File: src/core/id_rom_pkg.sv
// constants and types shared by the version and id rom access block
package id_rom_pkg;
	localparam logic [7:0] OFS_VERSION     = 8'h00;
	localparam logic [7:0] OFS_ROM_ACCESS  = 8'h04;
	localparam logic [7:0] VER_MAJOR       = 8'h01;
	localparam logic [7:0] VER_MINOR       = 8'h00;
	localparam int         POS_PRESENT     = 24;
	localparam int         POS_MAJOR       = 16;
	localparam int         POS_MINOR       = 0;
	localparam int         POS_ADDR_CLEAR  = 31;
	localparam int         POS_READ_LAUNCH = 25;
	localparam int         POS_READ_BYTE   = 16;
	localparam logic [31:0] REG_ZERO       = 32'h0000_0000;
	localparam logic [7:0] ROM_ADDR_RESET  = 8'h00;
	localparam logic [7:0] BYTE_RESET      = 8'h00;
	localparam logic [7:0] INFO_BYTES      = 8'h14;
	localparam logic [7:0] INFO_START      = 8'h00;
	localparam logic [3:0] DETECT_WAIT     = 4'h4;
	localparam logic [3:0] SETTLE_RESET    = 4'h0;
	localparam logic [4:0] MEM_ADDR_RESET  = 5'h00;
	localparam int         MEM_DEPTH       = 32;

	typedef enum logic [2:0] {
		ST_SETTLE,
		ST_LOAD_REQ,
		ST_LOAD_WAIT,
		ST_IDLE,
		ST_CLEAR,
		ST_READ_WAIT
	} ctrl_state_t;

	typedef enum logic [1:0] {
		FS_IDLE,
		FS_WAIT_HI,
		FS_WAIT_LO
	} fetch_state_t;
endpackage

File: src/core/host_version_and_id_rom_access.sv
// version register and id rom access register with reset-time info load
`timescale 1ns/1ns
module host_version_and_id_rom_access (
	input  wire logic        sys_clk,
	input  wire logic        rst,
	input  wire logic [7:0]  regAddr,
	input  wire logic        regWrite,
	input  wire logic        regRead,
	input  wire logic [31:0] regWdata,
	output logic      [31:0] regRdata,
	output logic             regRdValid,
	input  wire logic        romDetect,
	output logic             romReq,
	output logic      [7:0]  romAddr,
	input  wire logic        romAck,
	input  wire logic [7:0]  romData,
	input  wire logic [4:0]  infoRdAddr,
	output logic      [7:0]  infoRdData,
	output logic             infoLoaded
);
	// whole state of the block in one record
	typedef struct packed {
		id_rom_pkg::ctrl_state_t st;
		logic                    detS1;
		logic                    detS2;
		logic [3:0]              settle;
		logic                    present;
		logic                    clearPend;
		logic                    readPend;
		logic [7:0]              readByte;
		logic [7:0]              byteAddr;
		logic [7:0]              loadIdx;
		logic                    loaded;
		logic                    fetchStart;
		logic                    memWe;
		logic [4:0]              memWaddr;
		logic [7:0]              memWdata;
		logic [31:0]             rdata;
		logic                    rdValid;
	} ctrl_t;

	ctrl_t c_r;
	ctrl_t c_nxt;

	logic       fetchBusy;
	logic       fetchDone;
	logic [7:0] fetchData;
	logic [7:0] fetchAddr;
	logic       romWrite;

	// version word: constant fields plus the present flag
	function automatic logic [31:0] version_word(input logic present);
		logic [31:0] w;
		w = id_rom_pkg::REG_ZERO;
		w[id_rom_pkg::POS_PRESENT] = present;
		w[id_rom_pkg::POS_MAJOR +: 8] = id_rom_pkg::VER_MAJOR;
		w[id_rom_pkg::POS_MINOR +: 8] = id_rom_pkg::VER_MINOR;
		return w;
	endfunction

	function automatic logic [31:0] rom_word(input logic clr,
		input logic rd, input logic [7:0] b);
		logic [31:0] w;
		w = id_rom_pkg::REG_ZERO;
		w[id_rom_pkg::POS_ADDR_CLEAR] = clr;
		w[id_rom_pkg::POS_READ_LAUNCH] = rd;
		w[id_rom_pkg::POS_READ_BYTE +: 8] = b;
		return w;
	endfunction

	// byte address after one completed transfer
	function automatic logic [7:0] step_addr(input logic [7:0] a);
		logic [7:0] n;
		n = a + 8'h01;
		return n;
	endfunction

	// read data for one register offset; unmapped offsets read zero
	function automatic logic [31:0] read_word(input logic [7:0] a,
		input ctrl_t c);
		logic [31:0] w;
		case (a)
			id_rom_pkg::OFS_VERSION:
			begin
				w = version_word(c.present);
			end
			id_rom_pkg::OFS_ROM_ACCESS:
			begin
				w = rom_word(c.clearPend, c.readPend, c.readByte);
			end
			default:
			begin
				w = id_rom_pkg::REG_ZERO;
			end
		endcase
		return w;
	endfunction

	always_comb
	begin
		c_nxt = c_r;
		// two-flop synchroniser on the detect pin
		c_nxt.detS1 = romDetect;
		c_nxt.detS2 = c_r.detS1;
		// strobes last a single cycle
		c_nxt.fetchStart = 1'b0;
		c_nxt.memWe = 1'b0;
		c_nxt.rdValid = 1'b0;

		case (c_r.st)
			// let the detect pin settle before trusting it
			id_rom_pkg::ST_SETTLE:
			begin
				if (c_r.settle == id_rom_pkg::DETECT_WAIT)
				begin
					c_nxt.present = c_r.detS2;
					c_nxt.loadIdx = id_rom_pkg::INFO_START;
					if (c_r.detS2)
					begin
						c_nxt.st = id_rom_pkg::ST_LOAD_REQ;
					end
					else
					begin
						c_nxt.st = id_rom_pkg::ST_IDLE;
					end
				end
				else
				begin
					c_nxt.settle = c_r.settle + 4'h1;
				end
			end
			// start one fetch of the reset-time load
			id_rom_pkg::ST_LOAD_REQ:
			begin
				if (!fetchBusy)
				begin
					c_nxt.fetchStart = 1'b1;
					c_nxt.st = id_rom_pkg::ST_LOAD_WAIT;
				end
			end
			// keep the fetched byte, then fetch the next or finish
			id_rom_pkg::ST_LOAD_WAIT:
			begin
				if (fetchDone)
				begin
					c_nxt.memWe = 1'b1;
					c_nxt.memWaddr = c_r.loadIdx[4:0];
					c_nxt.memWdata = fetchData;
					c_nxt.loadIdx = step_addr(c_r.loadIdx);
					if (c_r.loadIdx == id_rom_pkg::INFO_BYTES - 8'h01)
					begin
						c_nxt.loaded = 1'b1;
						c_nxt.byteAddr = id_rom_pkg::ROM_ADDR_RESET;
						c_nxt.st = id_rom_pkg::ST_IDLE;
					end
					else
					begin
						c_nxt.st = id_rom_pkg::ST_LOAD_REQ;
					end
				end
			end
			// a pending clear is served before a pending read
			id_rom_pkg::ST_IDLE:
			begin
				if (c_r.clearPend)
				begin
					c_nxt.st = id_rom_pkg::ST_CLEAR;
				end
				else if (c_r.readPend && !fetchBusy)
				begin
					c_nxt.fetchStart = 1'b1;
					c_nxt.st = id_rom_pkg::ST_READ_WAIT;
				end
			end
			// clear moves the address only and starts no fetch
			id_rom_pkg::ST_CLEAR:
			begin
				c_nxt.byteAddr = id_rom_pkg::ROM_ADDR_RESET;
				c_nxt.clearPend = 1'b0;
				c_nxt.st = id_rom_pkg::ST_IDLE;
			end
			// publish the byte and step to the next address
			id_rom_pkg::ST_READ_WAIT:
			begin
				if (fetchDone)
				begin
					c_nxt.readByte = fetchData;
					c_nxt.byteAddr = step_addr(c_r.byteAddr);
					c_nxt.readPend = 1'b0;
					c_nxt.st = id_rom_pkg::ST_IDLE;
				end
			end
			default:
			begin
				c_nxt.st = id_rom_pkg::ST_IDLE;
			end
		endcase

		// software sets come last so a set wins over a same-cycle clear
		if (romWrite)
		begin
			if (regWdata[id_rom_pkg::POS_ADDR_CLEAR])
			begin
				c_nxt.clearPend = 1'b1;
			end
			if (regWdata[id_rom_pkg::POS_READ_LAUNCH])
			begin
				c_nxt.readPend = 1'b1;
			end
		end

		// reads answer one cycle later from the registered word
		if (regRead)
		begin
			c_nxt.rdValid = 1'b1;
			c_nxt.rdata = read_word(regAddr, c_r);
		end
	end

	// synchronous reset to the start-up values, beginning in ST_SETTLE
	always_ff @(posedge sys_clk)
	begin
		if (rst)
		begin
			c_r.st <= id_rom_pkg::ST_SETTLE;
			c_r.detS1 <= 1'b0;
			c_r.detS2 <= 1'b0;
			c_r.settle <= id_rom_pkg::SETTLE_RESET;
			c_r.present <= 1'b0;
			c_r.clearPend <= 1'b0;
			c_r.readPend <= 1'b0;
			c_r.readByte <= id_rom_pkg::BYTE_RESET;
			c_r.byteAddr <= id_rom_pkg::ROM_ADDR_RESET;
			c_r.loadIdx <= id_rom_pkg::INFO_START;
			c_r.loaded <= 1'b0;
			c_r.fetchStart <= 1'b0;
			c_r.memWe <= 1'b0;
			c_r.memWaddr <= id_rom_pkg::MEM_ADDR_RESET;
			c_r.memWdata <= id_rom_pkg::BYTE_RESET;
			c_r.rdata <= id_rom_pkg::REG_ZERO;
			c_r.rdValid <= 1'b0;
		end
		else
		begin
			c_r <= c_nxt;
		end
	end

	// the load walks its own index, software reads use the byte address
	assign fetchAddr = (c_r.st == id_rom_pkg::ST_READ_WAIT) ? c_r.byteAddr
		: c_r.loadIdx;
	// write strobe aimed at the rom access register
	assign romWrite = regWrite
		&& (regAddr == id_rom_pkg::OFS_ROM_ACCESS);

	// fetch engine for single rom bytes
	rom_byte_fetch u_fetch (
		.sys_clk (sys_clk),
		.rst     (rst),
		.start   (c_r.fetchStart),
		.addr    (fetchAddr),
		.busy    (fetchBusy),
		.done    (fetchDone),
		.data    (fetchData),
		.romReq  (romReq),
		.romAddr (romAddr),
		.romAck  (romAck),
		.romData (romData)
	);

	// host-side copy of the info block
	info_block_store u_store (
		.sys_clk (sys_clk),
		.rst     (rst),
		.wrEn    (c_r.memWe),
		.wrAddr  (c_r.memWaddr),
		.wrData  (c_r.memWdata),
		.rdAddr  (infoRdAddr),
		.rom_read_byte  (infoRdData)
	);

	// outputs come straight from flops
	assign regRdata = c_r.rdata;
	assign regRdValid = c_r.rdValid;
	assign infoLoaded = c_r.loaded;
endmodule

File: src/core/info_block_store.sv
// small memory holding the bus information block loaded at reset
`timescale 1ns/1ns
module info_block_store (
	input  wire logic       sys_clk,
	input  wire logic       rst,
	input  wire logic       wrEn,
	input  wire logic [4:0] wrAddr,
	input  wire logic [7:0] wrData,
	input  wire logic [4:0] rdAddr,
	output logic      [7:0] rom_read_byte
);
	typedef struct packed {
		logic [id_rom_pkg::MEM_DEPTH-1:0][7:0] mem;
		logic [7:0]                            rom_read_byte;
	} store_t;

	store_t store_r;
	store_t store_nxt;

	always_comb
	begin
		store_nxt = store_r;
		if (wrEn)
			store_nxt.mem[wrAddr] = wrData;
		store_nxt.rom_read_byte = store_r.mem[rdAddr];
	end

	always_ff @(posedge sys_clk)
	begin
		if (rst)
			store_r.rom_read_byte <= id_rom_pkg::BYTE_RESET;
		else
			store_r.rom_read_byte <= store_nxt.rom_read_byte;
		store_r.mem <= store_nxt.mem;
	end

	assign rom_read_byte = store_r.rom_read_byte;
endmodule

File: src/core/rom_byte_fetch.sv
// four-phase handshake that fetches one byte from the serial rom reader
`timescale 1ns/1ns
module rom_byte_fetch (
	input  wire logic       sys_clk,
	input  wire logic       rst,
	input  wire logic       start,
	input  wire logic [7:0] addr,
	output logic            busy,
	output logic            done,
	output logic      [7:0] data,
	output logic            romReq,
	output logic      [7:0] romAddr,
	input  wire logic       romAck,
	input  wire logic [7:0] romData
);
	typedef struct packed {
		id_rom_pkg::fetch_state_t st;
		logic                     ackS1;
		logic                     ackS2;
		logic [7:0]               datS1;
		logic [7:0]               datS2;
		logic                     req;
		logic [7:0]               addr;
		logic [7:0]               data;
		logic                     done;
	} fetch_t;

	fetch_t f_r;
	fetch_t f_nxt;

	always_comb
	begin
		f_nxt = f_r;
		f_nxt.ackS1 = romAck;
		f_nxt.ackS2 = f_r.ackS1;
		f_nxt.datS1 = romData;
		f_nxt.datS2 = f_r.datS1;
		f_nxt.done = 1'b0;
		case (f_r.st)
			id_rom_pkg::FS_IDLE:
			begin
				if (start)
				begin
					f_nxt.req = 1'b1;
					f_nxt.addr = addr;
					f_nxt.st = id_rom_pkg::FS_WAIT_HI;
				end
			end
			id_rom_pkg::FS_WAIT_HI:
			begin
				if (f_r.ackS2)
				begin
					f_nxt.data = f_r.datS2;
					f_nxt.req = 1'b0;
					f_nxt.st = id_rom_pkg::FS_WAIT_LO;
				end
			end
			id_rom_pkg::FS_WAIT_LO:
			begin
				if (!f_r.ackS2)
				begin
					f_nxt.done = 1'b1;
					f_nxt.st = id_rom_pkg::FS_IDLE;
				end
			end
			default:
				f_nxt.st = id_rom_pkg::FS_IDLE;
		endcase
	end

	always_ff @(posedge sys_clk)
	begin
		if (rst)
		begin
			f_r.st <= id_rom_pkg::FS_IDLE;
			f_r.ackS1 <= 1'b0;
			f_r.ackS2 <= 1'b0;
			f_r.datS1 <= id_rom_pkg::BYTE_RESET;
			f_r.datS2 <= id_rom_pkg::BYTE_RESET;
			f_r.req <= 1'b0;
			f_r.addr <= id_rom_pkg::ROM_ADDR_RESET;
			f_r.data <= id_rom_pkg::BYTE_RESET;
			f_r.done <= 1'b0;
		end
		else
			f_r <= f_nxt;
	end

	assign busy = (f_r.st != id_rom_pkg::FS_IDLE);
	assign done = f_r.done;
	assign data = f_r.data;
	assign romReq = f_r.req;
	assign romAddr = f_r.addr;
endmodule

File: config.mk
export PLATFORM = sky130hd
export DESIGN_NAME = host_version_and_id_rom_access
export DESIGN_NICKNAME = d
export VERILOG_FILES = /design/src/core/id_rom_pkg.sv /design/src/core/host_version_and_id_rom_access.sv /design/src/core/info_block_store.sv /design/src/core/rom_byte_fetch.sv
export SDC_FILE = /design/constraint.sdc
export NUM_CORES = 1
export LEC_CHECK = 0
export BUFFER_PORTS_ARGS = -buffer_cell sky130_fd_sc_hd__buf_4
export CAP_MARGIN = 20
export CORE_MARGIN = 4
export CORE_UTILIZATION = 54
export CTS_CLUSTER_DIAMETER = 120
export DETAILED_ROUTE_END_ITERATION = 8
export PLACE_DENSITY = 0.86
export SLEW_MARGIN = 30
export SYNTH_ARGS = -nofsm -noshare
export SYNTH_HDL_FRONTEND = slang
export SYNTH_HIERARCHICAL = 1
export SYNTH_SLANG_ARGS = --single-unit
File: constraint.sdc
create_clock -name sys_clk -period 1.7 [get_ports sys_clk]
set_input_delay 0.17 -clock sys_clk [delete_from_list [all_inputs] [get_ports sys_clk]]
set_output_delay 0.17 -clock sys_clk [all_outputs]
set_load 0.05 [all_outputs]
# --- Word-level counts from Yosys, hierarchy flattened ---
# Cells that the tools add are included.
word_totals:
  word_cells: 154
  output_inout_bits: 51
  regBits: 387
classes:
  n_lt_le_gt_ge: 3
  n_bitwise: 3
  reduce_logical: 25
  n_eq_ne: 19
  n_addsub: 3
  n_mux: 42
op_table:
  columns: ["op", "n"]
  rows:
  - ["256-bit bitwise mux", 1]
  - ["32-bit one-hot mux with 2 select lines", 1]
  - ["8-bit binary-select mux with 5-bit select", 1]
  - ["8-bit demux with 5-bit select", 1]
  - ["8-bit two-way mux", 5]
  - ["17-bit two-way mux", 2]
  - ["8-bit one-hot mux with 3 select lines", 1]
  - ["3-bit two-way mux", 6]
  - ["9-bit two-way mux", 2]
  - ["8-bit by 1-bit adder with 8-bit output, second input constant", 2]
  - ["8-bit one-hot mux with 2 select lines", 1]
  - ["3-bit one-hot mux with 5 select lines", 1]
  - ["14-bit two-way mux", 1]
  - ["5-bit by 6-bit less-than comparator with 1-bit output, second input constant", 2]
  - ["2-bit two-way mux", 6]
  - ["2-bit AND reduction", 6]
  - ["3-bit AND reduction", 4]
  - ["1-bit two-way mux", 10]
  - ["2-bit inequality test, second input constant", 5]
  - ["8-bit by 3-bit equality test with 1-bit output, second input constant", 1]
  - ["8-bit by 5-bit equality test with 1-bit output, second input constant", 1]
  - ["8-bit zero test", 1]
  - ["3-bit by 2-bit equality test with 1-bit output, second input constant", 2]
  - ["3-bit equality test, second input constant", 2]
  - ["20 further kinds", 30]

# --- Logic depth before layout (Yosys ltp) ---
# Gate-level depths: netlist of run 1.
depth:
  word_depth: 6
  mapped_depth: 7

# --- By module ---
# Netlist of run 1, hierarchy kept.
by_module_without_submodules:
  columns: ["mod", "instances", "seq_area_each_um2", "cells_per_inst", "area_each_um2"]
  rows:
  - ["info_block_store", 1, 7847.5, 479, 10344.9]
  - ["host_version_and_id_rom_access", 1, 1281.2, 376, 3201.8]
  - ["rom_byte_fetch", 1, 760.7, 143, 1358.8]

# --- Worst setup path after synthesis of run 1 ---
# OpenSTA, ideal clock, no wires.
synth_path:
  path_type: "register to register"
  from: "reg c_r[46] (netlist name)"
  to: "reg u_store/store_r[10] (netlist name), enable pin"
  setup_time_ns: 0.370
  arrival_time_ns: 1.344
  n_path_buf: 1
  setup_slack_ns: -0.015
  t_required_ns: 1.330
  period_less_slack_ns: 1.715
  stages_incl_launch_ff: 4
  cell_sequence: "dfxtp_1 or3b_2 clkbuf_1 nor2_1"
synth_lines:
  columns: ["element", "line_no", "source"]
  rows:
  - ["start: declaration", "host_version_and_id_rom_access.sv:42", "ctrl_t c_r;"]
  - ["start signal: assignment", "host_version_and_id_rom_access.sv:245", "c_r <= c_nxt;"]
  - ["end: declaration", "info_block_store.sv:17", "store_t store_r;"]

# --- Final worst setup path of run 1 ---
layout_path:
  from: "reg c_r[76] (netlist name)"
  to: "reg c_r[56] (netlist name)"
layout_between:
  elab_chain_len: 3
layout_lines:
  columns: ["element", "line_no", "source"]
  rows:
  - ["4-bit by 3-bit equality test with 1-bit output", "host_version_and_id_rom_access.sv:114", "if (c_r.settle == id_rom_pkg::DETECT_WAIT)"]
  - ["2-bit inequality test (no line)", null, null]
  - ["3-bit AND reduction (no line)", null, null]
# No other way between the ends.
# A chain may end at the register's enable or synchronous reset.

==> results.cfg, run 1 <==
[sta]
max_slew_margin_pct = 60.9
setup_viol = 0
fin_crit_sh_pct = 97.9
rsz0062_at_grt = yes
slew_viol_final = 0
whs_ns = 0.0332
fmax_ghz = 0.601
finalWorstPathRequiredPeriod_ns = 1.66
clock_skew_ns = 0.0186
worst_slew_pin_slew_ns = 0.586
hold_violations = 0

[clock_network]
clock_path_buffers = 3
ctsHtreeMaxLevel = 2
numClockSinks = 366
cts-root-buf = clkbuf_16
clk_pin_slew_ns = 0.06
cts_tree = yes
insertion_delay_ns = 0.52
cts_buffers = 36

[power]
intPower_uw = 14500
seqPwrFrac_pct = 51.4
power_density_mw_per_mm2 = 1080
p_leak_uw = 0.00616
clockPowerShare_pct = 40.9
pwr-share-comb_pct = 7.7
switchingPower_uw = 4110
vdd_drop_max_v = 0.000897
netSwitchingFraction_pct = 22.0

[yosys]
synth_edf_count = 256
synth_top_area_share_pct = 51.6
synthFlopType = edfxtp_1
ys_types = 69
synthCells = 998
avgSynthCellArea_um2 = 14.9
synth_area_leaders = edfxtp_1 (52%), dfxtp_1 (15%), mux4_1 (4.9%)
ys_seq_elements = 366
ys_seq_area_share_pct = 66.3
yosys_warnings = 6
synth_top_area_cell = edfxtp_1
synth_common_cells = edfxtp_1 (256), dfxtp_1 (110), nand2_1 (98), a21oi_1 (68), buf_4 (61)
syn_area_mm2 = 0.0149
synth.most_common_cell = edfxtp_1
async_flop_share_pct = 0

[critical_path]
critical_path.max_stage_delay_ns = 0.53
crit_type = reg -> reg
crit_path_top_delay_cell = or4_4
crit_path_max_fanout = 9
crit_start = c_r[76]
worstPathArrival_ns = 2.10
cp-start-kind = register
worst_ep_required_time_ns = 2.14
cp-end-kind = register
path_cells = inv_1 -> ha_1 -> and3b_2 -> a21oi_4 -> or4_4 -> a21oi_2
reg2reg_from = c_r[76]

[global_routing]
grt-ovfl-total = 0
grtUsageTotal_pct = 20.6
grt_max_degree = 34
grt_pass1_wl_um = 49100
antenna_found_initial = 0
grt_pass1_vias = 8927

[floorplanning]
start_util_pct = 55.2
die_h_um = 174
fp.coreArea_mm2 = 0.0270
die_w_um = 174
die_area_mm2 = 0.0303
rows = 60
io_pins = 110

[route]
wirelength_um = 31600
first_pass_iters = 5
viasPerCell = 5.84
route.detailed.drc = 0
avgRoutedWirePerCell_um = 21.2
initialDrtViolationCount = 794
dr_total_vias = 8714
antenna_left = 0

[cells_and_area]
diodes = 0
syn_to_final_growth_pct = 15.7
final_cells = 1491
post-route-cell-area_mm2 = 0.0172
drive_gt1_share_pct = 24.0
nets = 1187

[placed_design]
place_area_mm2 = 0.0159
placedCellCount = 1407
portBuffers = 58
gp_congestion = 0.864
place_hpwl_um = 20100

[worst_hold_path]
hold_path_class = in -> reg
min-delay-start = regRead

[run_status]
outcome = complete, no violations

[job]
cap_violations = 0
## flip-flops by register name (all words and copies together), names as in the netlist
register,cells
regRdata,11
regRdValid,1
u_fetch/f_nxt,9
u_fetch/romReq,1
u_fetch/f_r,11
u_fetch/done,1
infoLoaded,1
u_fetch/data,8
u_store/store_r,256
u_store/rom_read_byte,8
c_nxt,1
u_fetch/romAddr,8
c_r,50
## cell families after synthesis
group | count (synthesis) | synth area share [%]
xor gates and xnor gates | 4 | 0.235
adders and majority gates | 4 | 0.336
other | 1 | 0.0252
AOI/OAI and AO/OA | 133 | 5.64
DFF | 366 | 66.3
buffers and inverters | 119 | 5.51
and+or+nand+nor | 269 | 9.58
muxes | 102 | 12.3
## layout make-up
class	count	area, µm²
multi-input cells	533	4290
clock buffers	48	1030
fillers	1817	9780
flip-flops and latches	366	9890
clock inverters	16	111
well taps	341	427
inverters	11	41.3
repair buffers	176	1450
## worst max-delay path, delay by kind of cell, from the launching register on
kind,cells,cell delay [ns]
flip-flops,1,0.32
buffers and inverters,1,0.10
AND/OR/NAND/NOR,2,0.76
adder cells (fa/ha/maj),1,0.18
AO/OA/AOI/OAI,2,0.25
## worst paths after layout
| check | to | slack, ns | depth (start not counted) |
|---|---|---|---|
| max | c_r[56] | 0.04 | 6 |
| min | regRdata[16] | 0.03 | 3 |
| max reg2reg | c_r[56] | 0.04 | 6 |
| min reg2reg | u_fetch/f_r[19] | 0.44 | 1 |
## power by group through the flow
| stage | Combinational, µW | Clock [µW] | Sequential (µW) |
|---|---|---|---|
| final | 1440 | 7620 | 9590 |
| after global routing | 1540 | 8140 | 9590 |
| after CTS | 1390 | 7750 | 9580 |
| after detailed placement | 1350 | 0 | 9770 |
| after global placement | 1310 | 0 | 9770 |
| after floorplan | 1010 | 0 | 9800 |
## routing by layer
| metal | wire [µm] | up-vias | track usage [%] |
|---|---|---|---|
| li1 | - | 3968 | - |
| met1 | 12100 | 4320 | 26.3 |
| met2 | 16700 | 361 | 36.5 |
| met3 | 2090 | 65 | 3.35 |
| met4 | 757 | 0 | 5.77 |
| met5 | 0 | - | 0 |
## cells in the final DEF (no fill, tap or decap), types with 8 or more instances in the layout
cell type,n
clkinv_2,8
a221o_1,8
o21ai_0,14
a22oi_1,8
dlygate4sd3_1,15
mux2_2,8
nand4_1,12
nor2_1,48
a21oi_1,67
conb_1,21
nand3b_1,10
edfxtp_1,256
mux2i_1,38
nor2b_1,24
a31oi_1,10
mux4_1,28
clkbuf_16,38
nand2b_1,19
inv_1,10
nand3_1,14
dfxtp_1,109
buf_4,153
nand2_1,98
mux4_2,28
## through the flow
| stage | setup slack [ns] | util [%] | setup TNS [ns] | total power [µW] |
|---|---|---|---|---|
| after global placement | -0.0470 | 58.8 | -0.0470 | 11100 |
| after floorplan | -0.0145 | - | -0.713 | 10800 |
| after CTS | 0.0122 | 63.6 | 0 | 18700 |
| after global routing | -0.0229 | 63.8 | -0.0229 | 19300 |
| final | 0.0361 | 63.8 | 0 | 18700 |
| after detailed placement | -0.0727 | 58.8 | -0.206 | 11100 |
## timing repair
item / in CTS / in global routing
pin swaps: 0 / 3
endpoints found under the setup margin: 1 / 28
hold buffers: 15 / 0
hold endpoints to repair: 20 / 0
resized for setup: 1 / 7
setup buffers: 1 / 4
(Power assumes the default switching activity.)
==> run 2, diff against run 1 <==
- BUFFER_PORTS_ARGS: -buffer_cell sky130_fd_sc_hd__buf_4 -> default
- CORE_UTILIZATION: 54 -> 55
- DONT_BUFFER_PORTS: default -> 1
- PLACE_DENSITY: 0.86 -> 0.83
==> run 2 against run 1 <==
Clock power is 2% lower. Die area is 1.7% lower. Via count shrank 1.5%. Flip-flop and latch count did not move. Critical endpoint is now u_store/rom_read_byte[4]. Highest routed layer unchanged.
==> results.cfg, run 2 (synthesized netlist as in run 1, its figures left out) <==
[placed_design]
dpl_worst_slack_ns = 0.0447
place_area_mm2 = 0.0152
place_hpwl_um = 18100
gp_congestion = 0.858
portBuffers = 0

[floorplanning]
die_area_mm2 = 0.0298
die_w_um = 173
rows = 59
start_util_pct = 56.6
die_h_um = 173
io_pins = 110
fp.coreArea_mm2 = 0.0264

[cells_and_area]
largest_register_ffs = 256
layout_common_cells = edfxtp_1 (256), dfxtp_1 (108), nand2_1 (98)
top_register = u_store/store_r
final_common_cell = edfxtp_1
post-route-cell-area_mm2 = 0.0167
diodes = 0
final_core_util_pct = 63.5
nets = 1129
top_regs = u_store/store_r: 256 flops, c_r: 50 flops
syn_to_final_growth_pct = 12.3
drive_gt1_share_pct = 17.9

[sta]
whs_ns = 0.0490
worst_slew_pin_slew_ns = 0.684
fin_crit_sh_pct = 98.4
hold_violations = 0
setup_viol = 0
max_slew_margin_pct = 54.3
fin_ws_ns = 0.0275
finalWorstPathRequiredPeriod_ns = 1.67
rsz0062_at_grt = no
clock_skew_ns = 0.0267
slew_viol_final = 0
fmax_ghz = 0.598

[clock_network]
cts-root-buf = clkbuf_16
insertion_delay_ns = 0.52
numClockSinks = 366
clk_pin_slew_ns = 0.06
cts_tree = yes
clock_path_buffers = 3
ctsHtreeMaxLevel = 2
cts_buffers = 36

[power]
power_density_mw_per_mm2 = 1090
p_leak_uw = 0.00584
vdd_drop_max_v = 0.000916
p_total_uw = 18200

[run_status]
outcome = complete, no violations

[global_routing]
grt_max_degree = 81
use_met2_pct = 35.8
grtUsageTotal_pct = 20.1
grt_busiest_layer = met2
use_met1_pct = 25.1
use_met3_pct = 4.04
grt_pass1_wl_um = 47800
antenna_found_initial = 0
grt_pass1_vias = 8648
grt-ovfl-total = 0

[route]
viasPerCell = 6.01
initialDrtViolationCount = 858
antenna_left = 0
first_pass_iters = 5
dr_total_vias = 8584
wirelength_um = 30600
avgRoutedWirePerCell_um = 21.4
route.detailed.drc = 0

[worst_hold_path]
whs_endpoint = c_r[67]
min-delay-start = rst
hold_path_class = in -> reg
worst_hold_path.num_cells = 2

[critical_path]
rr_worst_depth = 4
critical_path.max_stage_delay_ns = 0.53
crit_type = reg -> reg
worst_ep_required_time_ns = 2.08
reg2reg_to = u_store/rom_read_byte[4]
path_cells = mux4_1 -> mux2i_1 -> a221o_1 -> a31oi_1
path_buf_inv = 0
r2r_setup_slack_ns = 0.03
reg2reg_from = u_store/store_r[52]
crit_path_top_delay_cell = mux4_1
cp-end-kind = register
cp-start-kind = register
critPathTopFamily = multiplexers
worstPathArrival_ns = 2.06
crit_path_max_fanout = 1

[job]
cap_violations = 0
==> run 2: final cells by class <==
class	instances	area, µm²
Tap cell	335	419
Sequential cell	366	9890
Timing Repair Buffer	118	993
Multi-Input combinational cell	533	4300
Inverter	11	41.3
Clock buffer	48	981
Clock inverter	18	116
Fill cell	1749	9610
==> run 2: layer usage <==
| layer | vias up | wire length (µm) |
|---|---|---|
| li1 | 3849 | - |
| met5 | - | 0 |
| met3 | 66 | 2110 |
| met2 | 348 | 15900 |
| met4 | 0 | 800 |
| met1 | 4321 | 11800 |
==> run 2: worst reg2reg max path: cells and delay by family (launching register included) <==
kind / cells / cell delay (ns)
muxes: 2 / 0.82
AOI/OAI and AO/OA: 2 / 0.34
DFF: 1 / 0.39
==> run 2: worst max path at each step <==
stage | start | to | slack (ns) | cells past startpoint
3_5_place_dp | c_r[83] | c_r[56] | 0.04 | 4
4_1_cts | u_fetch/f_r[37] | u_fetch/data[1] | 0.02 | 5
6_report | u_store/store_r[52] | u_store/rom_read_byte[4] | 0.03 | 4
3_3_place_gp | c_r[76] | c_r[56] | 0.05 | 6
2_1_floorplan | c_r[46] | u_store/store_r[10] | -0.01 | 3
5_1_grt | c_r[45] | u_store/store_r[162] | 0.003 | 3
==> run 2: power breakdown <==
part	leakage, µW	switching [µW]	internal, µW	total (µW)
logic	0.00203	636	488	1120
clock network	0.000540	3200	4230	7430
registers	0.00327	135	9520	9650
==> run 2: repair_timing <==
item | 4_1_cts | 5_1_grt
hold buffers | 36 | 0
endpoints found under the hold margin | 110 | 0
buffers inserted | 0 | 6
endpoints found under the setup margin | 0 | 33
resized for setup | 0 | 9
==> run 2: stage by stage <==
stage | std cells | setup TNS [ns]
CTS | 1424 | 0
global route | 1429 | 0
floorplan | 1018 | -0.713
detailed placement | 1322 | 0
global placement | 1322 | 0
finish | 1429 | 0
